<file path="src/include/wdt_defines.vh">
// constants for the watchdog / interval timer: addresses, keys, fields,
// reset values, prescaler divisors and pulse lengths.
// assumes the includer runs on the peripheral clock (25 MHz here).
//
// How it works
// - eight-bit up-counter, readable and writable, steps once per prescaler tick
// - enable bit starts counting; clearing it stops and zeroes the counter
// - three-bit select picks divide by 2,64,128,512,2048,8192,32768,131072
// - mode bit zero is interval mode, one is watchdog mode
// - interval wrap FF to 00 sets overflow flag and raises interval interrupt
// - interval flag clears by writing 0 after reading it as 1
// - watchdog internal reset clears the interval overflow flag
// - watchdog wrap sets watchdog flag; interval mode never sets it
// - watchdog flag clears by writing 0 after reading it set
// - overflow output low 133 cycles with reset enable, else 130
// - with reset enable, internal reset pulse of 519 cycles starts together
// - without reset enable, no chip reset, but counter and control reset
// - external reset wins over watchdog reset and leaves watchdog flag clear
// - reset control register resets to 1F externally, kept over internal reset
// - internal reset returns system clock control to its initial value
// - fixed-one reserved bits ignore writes; bit 5 of reset control is storage
// - counter write beats a coincident increment
// - writes ignored while the overflow output is low
`ifndef WDT_DEFINES_VH
`define WDT_DEFINES_VH

`define WDT_ADDR_CSR     16'hffa4
`define WDT_ADDR_CNT     16'hffa5
`define WDT_ADDR_RST_WR  16'hffa6
`define WDT_ADDR_RST_RD  16'hffa7

`define WDT_KEY_CNT      8'h5a
`define WDT_KEY_CSR      8'ha5
`define WDT_KEY_RESET_ENABLE_BIT     8'h5a
`define WDT_KEY_WCLR     8'ha5

`define WDT_CSR_OVF      7
`define WDT_CSR_MODE     6
`define WDT_CSR_TME      5
`define WDT_RST_WATCHDOG_OVERFLOW_FLAG     7
`define WDT_RST_RESET_ENABLE_BIT     6
`define WDT_RST_SPARE    5

`define WDT_CSR_FIXED    2'h3
`define WDT_RST_FIXED    5'h1f
`define WDT_CNT_MAX      8'hff

`define WDT_DIV0         18'd2
`define WDT_DIV1         18'd64
`define WDT_DIV2         18'd128
`define WDT_DIV3         18'd512
`define WDT_DIV4         18'd2048
`define WDT_DIV5         18'd8192
`define WDT_DIV6         18'd32768
`define WDT_DIV7         18'd131072

`define WDT_OVF_CYC_RESET_ENABLE_BIT 8'd133
`define WDT_OVF_CYC_NORS 8'd130
`define WDT_IRST_CYC     10'd519

`endif

</file>
<file path="src/wdt_prescaler.v">
// prescaler for the watchdog counter: one-cycle tick every selected divisor.
// assumes i_run low holds the divider at zero, so each start gives a full
// first period.
`timescale 1ns/1ps
`include "wdt_defines.vh"

module wdt_prescaler (
  input  wire        i_clk,
  input  wire        i_rst,
  input  wire        i_ce,
  input  wire        i_run,
  input  wire [2:0]  i_sel,
  output wire        o_tick
);

  reg  [16:0] div_q;
  wire [16:0] mask;

  // divisor minus one, all divisors are powers of two
  // the largest divisor needs an 18th bit; the mask itself fits in 17
  function [16:0] div_mask;
    input [2:0] sel;
    reg   [17:0] full;
    begin
      case (sel)
        3'h0:    full = `WDT_DIV0 - 18'd1;
        3'h1:    full = `WDT_DIV1 - 18'd1;
        3'h2:    full = `WDT_DIV2 - 18'd1;
        3'h3:    full = `WDT_DIV3 - 18'd1;
        3'h4:    full = `WDT_DIV4 - 18'd1;
        3'h5:    full = `WDT_DIV5 - 18'd1;
        3'h6:    full = `WDT_DIV6 - 18'd1;
        default: full = `WDT_DIV7 - 18'd1;
      endcase
      div_mask = full[16:0];
    end
  endfunction

  assign mask   = div_mask(i_sel);
  assign o_tick = i_run & ((div_q & mask) == mask);

  always @(posedge i_clk or posedge i_rst) begin
    if (i_rst) begin
      div_q <= 17'h00000;
    end else if (i_ce) begin
      if (!i_run) begin
        div_q <= 17'h00000;
      end else begin
        div_q <= div_q + 17'h00001;
      end
    end
  end

endmodule

</file>
<file path="src/wdt_top.v">
// watchdog / interval timer with its three protected byte registers.
// assumes a cpu bus that presents one access per cycle, synchronous to
// I_CLK, with I_WORD high for word writes; read data follows one cycle later.
`timescale 1ns/1ps
`include "wdt_defines.vh"

module wdt_top (
  input  wire        I_CLK,
  input  wire        I_SYS_RST,
  input  wire        I_CE,
  input  wire [15:0] I_ADDR,
  input  wire [15:0] I_WDATA,
  input  wire        I_WR,
  input  wire        I_WORD,
  input  wire        I_RD,
  output reg  [7:0]  O_RDATA,
  output reg         O_OVF_N,
  output reg         O_INT_RST,
  output reg         O_IRQ
);

  // counter and control/status
  reg  [7:0] count_q;
  reg  [7:0] count_d;
  reg        ovf_q;
  reg        ovf_d;
  reg        mode_q;
  reg        mode_d;
  reg        tme_q;
  reg        tme_d;
  reg  [2:0] cks_q;
  reg  [2:0] cks_d;
  reg        ovf_armed_q;
  reg        ovf_armed_d;

  // reset control/status
  reg        watchdog_overflow_flag_q;
  reg        watchdog_overflow_flag_d;
  reg        reset_enable_bit_q;
  reg        reset_enable_bit_d;
  reg        spare_q;
  reg        spare_d;
  reg        watchdog_overflow_flag_armed_q;
  reg        watchdog_overflow_flag_armed_d;

  // pulse timers
  reg  [7:0] ovf_cnt_q;
  reg  [7:0] ovf_cnt_d;
  reg  [9:0] irst_cnt_q;
  reg  [9:0] irst_cnt_d;

  reg  [7:0] rdata_d;

  wire       tick;
  wire [7:0] key;
  wire [7:0] wbyte;
  wire       wr_ok;
  wire       wr_cnt;
  wire       wr_csr;
  wire       wr_reset_enable_bit;
  wire       wr_wclr;
  wire       wrap;
  wire       wd_ovf;
  wire       it_ovf;
  wire       clr_ovf;
  wire       clr_watchdog_overflow_flag;
  wire       rd_csr;
  wire       rd_rst;
  wire [7:0] csr_view;
  wire [7:0] rst_view;

  wdt_prescaler u_presc (
    .i_clk  (I_CLK),
    .i_rst  (I_SYS_RST),
    .i_ce   (I_CE),
    .i_run  (tme_q),
    .i_sel  (cks_q),
    .o_tick (tick)
  );

  assign key   = I_WDATA[15:8];
  assign wbyte = I_WDATA[7:0];

  // keyed word writes only; nothing lands while the overflow pulse is out
  assign wr_ok   = I_WR & I_WORD & O_OVF_N;
  assign wr_cnt  = wr_ok & (I_ADDR == `WDT_ADDR_CSR) &
                   (key == `WDT_KEY_CNT);
  assign wr_csr  = wr_ok & (I_ADDR == `WDT_ADDR_CSR) &
                   (key == `WDT_KEY_CSR);
  assign wr_reset_enable_bit = wr_ok & (I_ADDR == `WDT_ADDR_RST_WR) &
                   (key == `WDT_KEY_RESET_ENABLE_BIT);
  assign wr_wclr = wr_ok & (I_ADDR == `WDT_ADDR_RST_WR) &
                   (key == `WDT_KEY_WCLR);

  // wrap FF to 00; a coincident counter write swallows the step
  assign wrap   = tme_q & tick & (count_q == `WDT_CNT_MAX) & ~wr_cnt;
  assign wd_ovf = wrap & mode_q;
  assign it_ovf = wrap & ~mode_q;

  // flag clears need a prior read that saw the flag set
  assign clr_ovf  = wr_csr & ~wbyte[`WDT_CSR_OVF] & ovf_armed_q;
  assign clr_watchdog_overflow_flag = wr_wclr & ~wbyte[`WDT_RST_WATCHDOG_OVERFLOW_FLAG] & watchdog_overflow_flag_armed_q;

  assign rd_csr = I_RD & (I_ADDR == `WDT_ADDR_CSR);
  // a read of the watchdog flag does not count while the pulse is out
  assign rd_rst = I_RD & (I_ADDR == `WDT_ADDR_RST_RD) & O_OVF_N;

  assign csr_view = {ovf_q, mode_q, tme_q, `WDT_CSR_FIXED, cks_q};
  assign rst_view = {watchdog_overflow_flag_q, reset_enable_bit_q, spare_q, `WDT_RST_FIXED};

  // counter
  always @* begin
    count_d = count_q;
    if (wr_cnt) begin
      count_d = wbyte;
    end else if (wd_ovf) begin
      count_d = 8'h00;
    end else if (!tme_q) begin
      count_d = 8'h00;
    end else if (tick) begin
      count_d = count_q + 8'h01;
    end
  end

  // control/status
  always @* begin
    mode_d      = mode_q;
    tme_d       = tme_q;
    cks_d       = cks_q;
    ovf_armed_d = ovf_armed_q;
    if (wr_csr) begin
      mode_d = wbyte[`WDT_CSR_MODE];
      tme_d  = wbyte[`WDT_CSR_TME];
      cks_d  = wbyte[2:0];
    end
    // set wins over a clear in the same cycle
    ovf_d = it_ovf | (ovf_q & ~clr_ovf);
    if (rd_csr && ovf_q) begin
      ovf_armed_d = 1'b1;
    end else if (clr_ovf || !ovf_q) begin
      ovf_armed_d = 1'b0;
    end
    if (wd_ovf) begin
      // own reset of counter and control on every watchdog overflow
      mode_d      = 1'b0;
      tme_d       = 1'b0;
      cks_d       = 3'h0;
      ovf_d       = 1'b0;
      ovf_armed_d = 1'b0;
    end
  end

  // reset control/status, untouched by the internal reset
  always @* begin
    reset_enable_bit_d       = reset_enable_bit_q;
    spare_d      = spare_q;
    watchdog_overflow_flag_armed_d = watchdog_overflow_flag_armed_q;
    if (wr_reset_enable_bit) begin
      reset_enable_bit_d  = wbyte[`WDT_RST_RESET_ENABLE_BIT];
      spare_d = wbyte[`WDT_RST_SPARE];
    end
    watchdog_overflow_flag_d = wd_ovf | (watchdog_overflow_flag_q & ~clr_watchdog_overflow_flag);
    if (rd_rst && watchdog_overflow_flag_q) begin
      watchdog_overflow_flag_armed_d = 1'b1;
    end else if (clr_watchdog_overflow_flag || !watchdog_overflow_flag_q) begin
      watchdog_overflow_flag_armed_d = 1'b0;
    end
  end

  // overflow output and internal reset pulse lengths
  always @* begin
    ovf_cnt_d  = ovf_cnt_q;
    irst_cnt_d = irst_cnt_q;
    if (ovf_cnt_q != 8'h00) begin
      ovf_cnt_d = ovf_cnt_q - 8'h01;
    end
    if (irst_cnt_q != 10'h000) begin
      irst_cnt_d = irst_cnt_q - 10'h001;
    end
    if (wd_ovf) begin
      if (reset_enable_bit_q) begin
        ovf_cnt_d  = `WDT_OVF_CYC_RESET_ENABLE_BIT;
        irst_cnt_d = `WDT_IRST_CYC;
      end else begin
        ovf_cnt_d  = `WDT_OVF_CYC_NORS;
      end
    end
  end

  // registered read data; unmapped reads give zero
  always @* begin
    rdata_d = O_RDATA;
    if (I_RD) begin
      case (I_ADDR)
        `WDT_ADDR_CSR:    rdata_d = csr_view;
        `WDT_ADDR_CNT:    rdata_d = count_q;
        `WDT_ADDR_RST_RD: rdata_d = rst_view;
        default:          rdata_d = 8'h00;
      endcase
    end
  end

  // external reset clears everything, so it also wins over a watchdog hit
  always @(posedge I_CLK or posedge I_SYS_RST) begin
    if (I_SYS_RST) begin
      count_q      <= 8'h00;
      ovf_q        <= 1'b0;
      mode_q       <= 1'b0;
      tme_q        <= 1'b0;
      cks_q        <= 3'h0;
      ovf_armed_q  <= 1'b0;
      watchdog_overflow_flag_q       <= 1'b0;
      reset_enable_bit_q       <= 1'b0;
      spare_q      <= 1'b0;
      watchdog_overflow_flag_armed_q <= 1'b0;
      ovf_cnt_q    <= 8'h00;
      irst_cnt_q   <= 10'h000;
      O_RDATA      <= 8'h00;
      O_OVF_N      <= 1'b1;
      O_INT_RST    <= 1'b0;
      O_IRQ        <= 1'b0;
    end else if (I_CE) begin
      count_q      <= count_d;
      ovf_q        <= ovf_d;
      mode_q       <= mode_d;
      tme_q        <= tme_d;
      cks_q        <= cks_d;
      ovf_armed_q  <= ovf_armed_d;
      watchdog_overflow_flag_q       <= watchdog_overflow_flag_d;
      reset_enable_bit_q       <= reset_enable_bit_d;
      spare_q      <= spare_d;
      watchdog_overflow_flag_armed_q <= watchdog_overflow_flag_armed_d;
      ovf_cnt_q    <= ovf_cnt_d;
      irst_cnt_q   <= irst_cnt_d;
      O_RDATA      <= rdata_d;
      // outputs follow the next counts so both pulses start together
      O_OVF_N      <= (ovf_cnt_d == 8'h00);
      O_INT_RST    <= (irst_cnt_d != 10'h000);
      // interrupt stands while the flag is set, no transfer trigger
      O_IRQ        <= ovf_d;
    end
  end

endmodule

</file>
<file path="config.mk">
export PLATFORM = sky130hd
export DESIGN_NAME = wdt_top
export DESIGN_NICKNAME = d
export VERILOG_FILES = /design/src/wdt_prescaler.v /design/src/wdt_top.v
export VERILOG_INCLUDE_DIRS = /design/src /design/src/include
export SDC_FILE = /design/constraint.sdc
export NUM_CORES = 1
export LEC_CHECK = 0
export ABC_CLOCK_PERIOD_IN_PS = 2300
export BUFFER_PORTS_ARGS = -buffer_cell sky130_fd_sc_hd__buf_2
export CORE_ASPECT_RATIO = 1.1
export CORE_MARGIN = 4
export CORE_UTILIZATION = 53
export DETAILED_ROUTE_END_ITERATION = 8
export PLACE_DENSITY = 0.77
export SLEW_MARGIN = 20
export SYNTH_ARGS = -nofsm -noshare
export SYNTH_HDL_FRONTEND = slang
export SYNTH_SLANG_ARGS = --single-unit
</file>
<file path="constraint.sdc">
create_clock -name I_CLK -period 2.3 [get_ports I_CLK]
set_clock_uncertainty 0.05 [all_clocks]
set_input_delay 0.23 -clock I_CLK [delete_from_list [all_inputs] [get_ports I_CLK]]
set_output_delay 0.23 -clock I_CLK [all_outputs]
set_load 0.05 [all_outputs]
</file>
==> summary.txt <==
Route
  – Iteration-0 DRC Markers: around 320
  – Vias: 3791
  – WL/cell: about 16 um
  – Final WL: a little over 10 mm
  – Via-per-instance ratio: 6.08
  – Final ANT Viol Nets: 0
  – First drt pass iteration count: 4
  – DR DRC count: 0

STA
  – Worst setup margin: 0.0137 ns
  – RSZ-0062 raised after global routing: true
  – Setup Viol. Count Final: 0
  – Setup total negative slack: 0 ns
  – Slew HR: 0.618
  – Period utilization: 0.994
  – Hold Vio Cnt, Final: 0
  – Fmax achieved: around 440 MHz
  – Slew Limit Fails: 0
  – Fin crit period: ~2.3 ns
  – Final hold slack: between 0.09 and 0.1 ns
  – Worst-Margin Slew: 0.567 ns

Setup path
  – RR Endpoint: count_q[7]
  – Endpoint class of the critical path: register
  – Required time worst endpoint: 2.47 ns
  – Crit path capture: ovf_armed_q
  – R2R Path Start: O_OVF_N
  – CP Class: input port to register
  – Critical Path AT: 2.46 ns
  – Register-to-Register Path Depth: 7
  – Crit path from: I_ADDR[3]
  – CP Max Fanout: 5
  – Reg2reg setup slack: around 0.070 ns
  – Crit start category: input port

Power
  – Switching share of power: 0.310
  – Psw: 0.873 mW
  – VDD IR-drop max: 0.436 mV
  – Pwr dens: approximately 580 mW/mm^2
  – Comb power frac: 0.223
  – Pleak: roughly 2.2 nW
  – P_int: a little under 2 mW
  – Clk pwr share: 0.296
  – Flop pwr share: 0.480

GRT
  – Largest net degree at the start of global routing: 33
  – Antenna violations before repair: 0
  – Remaining Overflow, GRT: 0
  – First-pass GRT wire length: 16.7 mm
  – Total track usage: 0.236
  – Number of global-route vias before repair: 3648

Layout
  – Sequential cell area: 0.00160 sq mm
  – Most common cell after layout, fill and taps aside: dfrtp_1
  – # fillers: ~570
  – Antenna fix cells: 0
  – Most frequent cells in the layout: 62 x dfrtp_1, 51 x nand2_1, 51 x buf_4
  – Area of the multi-input gates: 0.00224 sq mm
  – Final #Nets: 580
  – Layout area overhead: 25.7%
  – Fraction of layout cells with a size suffix above 1: 0.269

Die
  – Row count: 32
  – Die Wd: 89.6 um
  – Die Ht: 97.7 um
  – Boundary pin count: 49
  – CORE AREA: 0.00709 sq mm
  – Starting density of the core: 0.547
  – Die area: 0.00876 sq mm

Outcome
  – Status: finished clean

Synthesis
  – Syn Area/Cell: approximately 9 sq um
  – Cells after Synth: between 400 and 500
  – Number of synthesized flops with an enable pin: 0
  – Largest area contributor in the synthesized netlist: dfrtp_1
  – Asr flop ratio synth: 1.00
  – Top post-synthesis cells by area: dfrtp_1 41%, nand2_1 4.9%, nor2_1 4.0%
  – Sequential fraction of the synthesis area: 0.413
  – Syn_nets: slightly below 500
  – #FFs+latches synth: 64
  – Primary FF master, synth: dfrtp_1
  – Post-synth cell types: 59
  – Synth Warn #: 0
  – Share of the synthesized area in the top cell type: 0.406
  – Post-Syn Area: 0.00388 sq mm

CTS
  – H-tree depth: 3
  – Clk sinks: 64
  – Clk buf depth: 2
  – Clock Pin Slew Worst Setup and Hold Paths: 0.07 ns
  – Worst-Skew Late Latency: roughly 0.33 ns
  – TritonCTS buffer count: 9
  – CTS root buffer: clkbuf_8
  – CTS tree: built

Hold path
  – Hold Crit Class: input port to register

Placed design
  – Pre-CTS setup slack: -0.393 ns
  – Routability congestion estimate from global placement: ~0.92
  – # port buffers: 48
  – Detail Placement HPWL: 7.59 mm

Flow run
  – MaxCap Viol Count: 0
## cell type report
type / instances / area share
Multi-Input combinational cell: 334 / 0.458
Sequential cell: 64 / 0.329
Timing Repair Buffer: 104 / 0.140
Clock buffer: 12 / 0.0318
Tap cell: 85 / 0.0218
Inverter: 24 / 0.0185
Clock inverter: 1 / 0.00103
## worst max-delay path, stage by stage
cell and delay [ns]:
buf_2 0.09, or4b_1 0.51, or4_4 0.61, or4_4 0.55, o21ai_1 0.19, o21ai_1 0.08
a22o_1 0.20
## power groups by stage
| stage | Sequential, mW | Combinational, mW | Clock [mW] |
|---|---|---|---|
| 2_1_floorplan | 1.35 | 0.429 | 0 |
| 3_3_place_gp | 1.36 | 0.594 | 0 |
| 3_5_place_dp | 1.36 | 0.613 | 0 |
| 4_1_cts | 1.34 | 0.618 | 0.849 |
| 5_1_grt | 1.37 | 0.703 | 0.905 |
| 6_report | 1.35 | 0.629 | 0.833 |
## cells by family after synthesis
family,after synthesis,share of synthesized area
and+or+nand+nor,191,0.263
AOI/OAI and AO/OA,116,0.212
DFF,64,0.413
buffers and inverters,41,0.0413
muxes,12,0.0316
xor gates and xnor gates,9,0.0203
adders and majority gates,6,0.0187
## cell usage after synthesis (3+ instances only)
library cell and n:
nor4bb_1 5, o21ai_0 16, xor2_1 4, xnor2_1 5, and4_1 5, a22o_1 13
o21a_1 3, or3_1 8, mux2i_1 10, nand4_1 9, clkbuf_1 13, a211o_1 3
o2bb2ai_1 7, nand3_1 9, or4_1 5, nor2_1 41, o31ai_1 15, nor3_1 18
and3_1 7, inv_1 24, o2111ai_1 3, o22ai_1 3, a21o_1 7, or2_2 3
nand2_1 51, a31oi_1 9, a22oi_1 3, nor4_1 9, ha_1 5, nand2b_1 5
nor3b_1 3, dfrtp_1 63, a21oi_1 16, o211ai_1 4
## stage by stage
stage,instances,instance area (sq um),utilization,power (mW)
after CTS,622,4760,0.672,2.81
after global placement,608,4590,0.647,1.95
after global routing,624,4880,0.688,2.98
after detailed placement,608,4590,0.647,1.98
after floorplan,439,3910,-,1.78
final,624,4880,0.688,2.81
## routing by layer
layer | vias to the layer above | wire length, um | GRT usage
met1 | 1845 | 4410 | 0.314
li1 | 1837 | - | -
met2 | 90 | 5120 | 0.385
met5 | - | 0 | 0
met4 | 0 | 182 | 0.0848
met3 | 19 | 439 | 0.0354
## repair_timing
item,4_1_cts,5_1_grt
cloned,0,1
hold buffers,1,0
resized for setup,2,19
pin swaps,1,4
setup buffers,0,1
setup endpoints to repair,12,24
endpoints found under the hold margin,20,0
## how the worst min path moves through the flow
| stage | from | endpoint | depth (start not counted) |
|---|---|---|---|
| CTS | I_WDATA[4] | count_q[4] | 2 |
| detailed placement | I_SYS_RST | u_presc.div_q[5] | 2 |
| global route | I_WDATA[4] | count_q[4] | 2 |
| finish | I_WDATA[4] | count_q[4] | 2 |
| floorplan | I_WDATA[7] | count_q[7] | 1 |
| global placement | I_SYS_RST | u_presc.div_q[4] | 2 |
## flip-flops by register name, summed over array words and instances, names as in the netlist
register                        count
irst_cnt_q                         10
reset_enable_bit_q                  1
watchdog_overflow_flag_q            1
mode_q                              1
O_RDATA                             8
ovf_armed_q                         1
ovf_cnt_q                           8
watchdog_overflow_flag_armed_q      1
tme_q                               1
spare_q                             1
O_INT_RST                           1
cks_q                               3
count_q                             8
ovf_q                               1
u_presc.div_q                      17
O_OVF_N                             1
No activity file was read; power rests on OpenSTA's default activity.
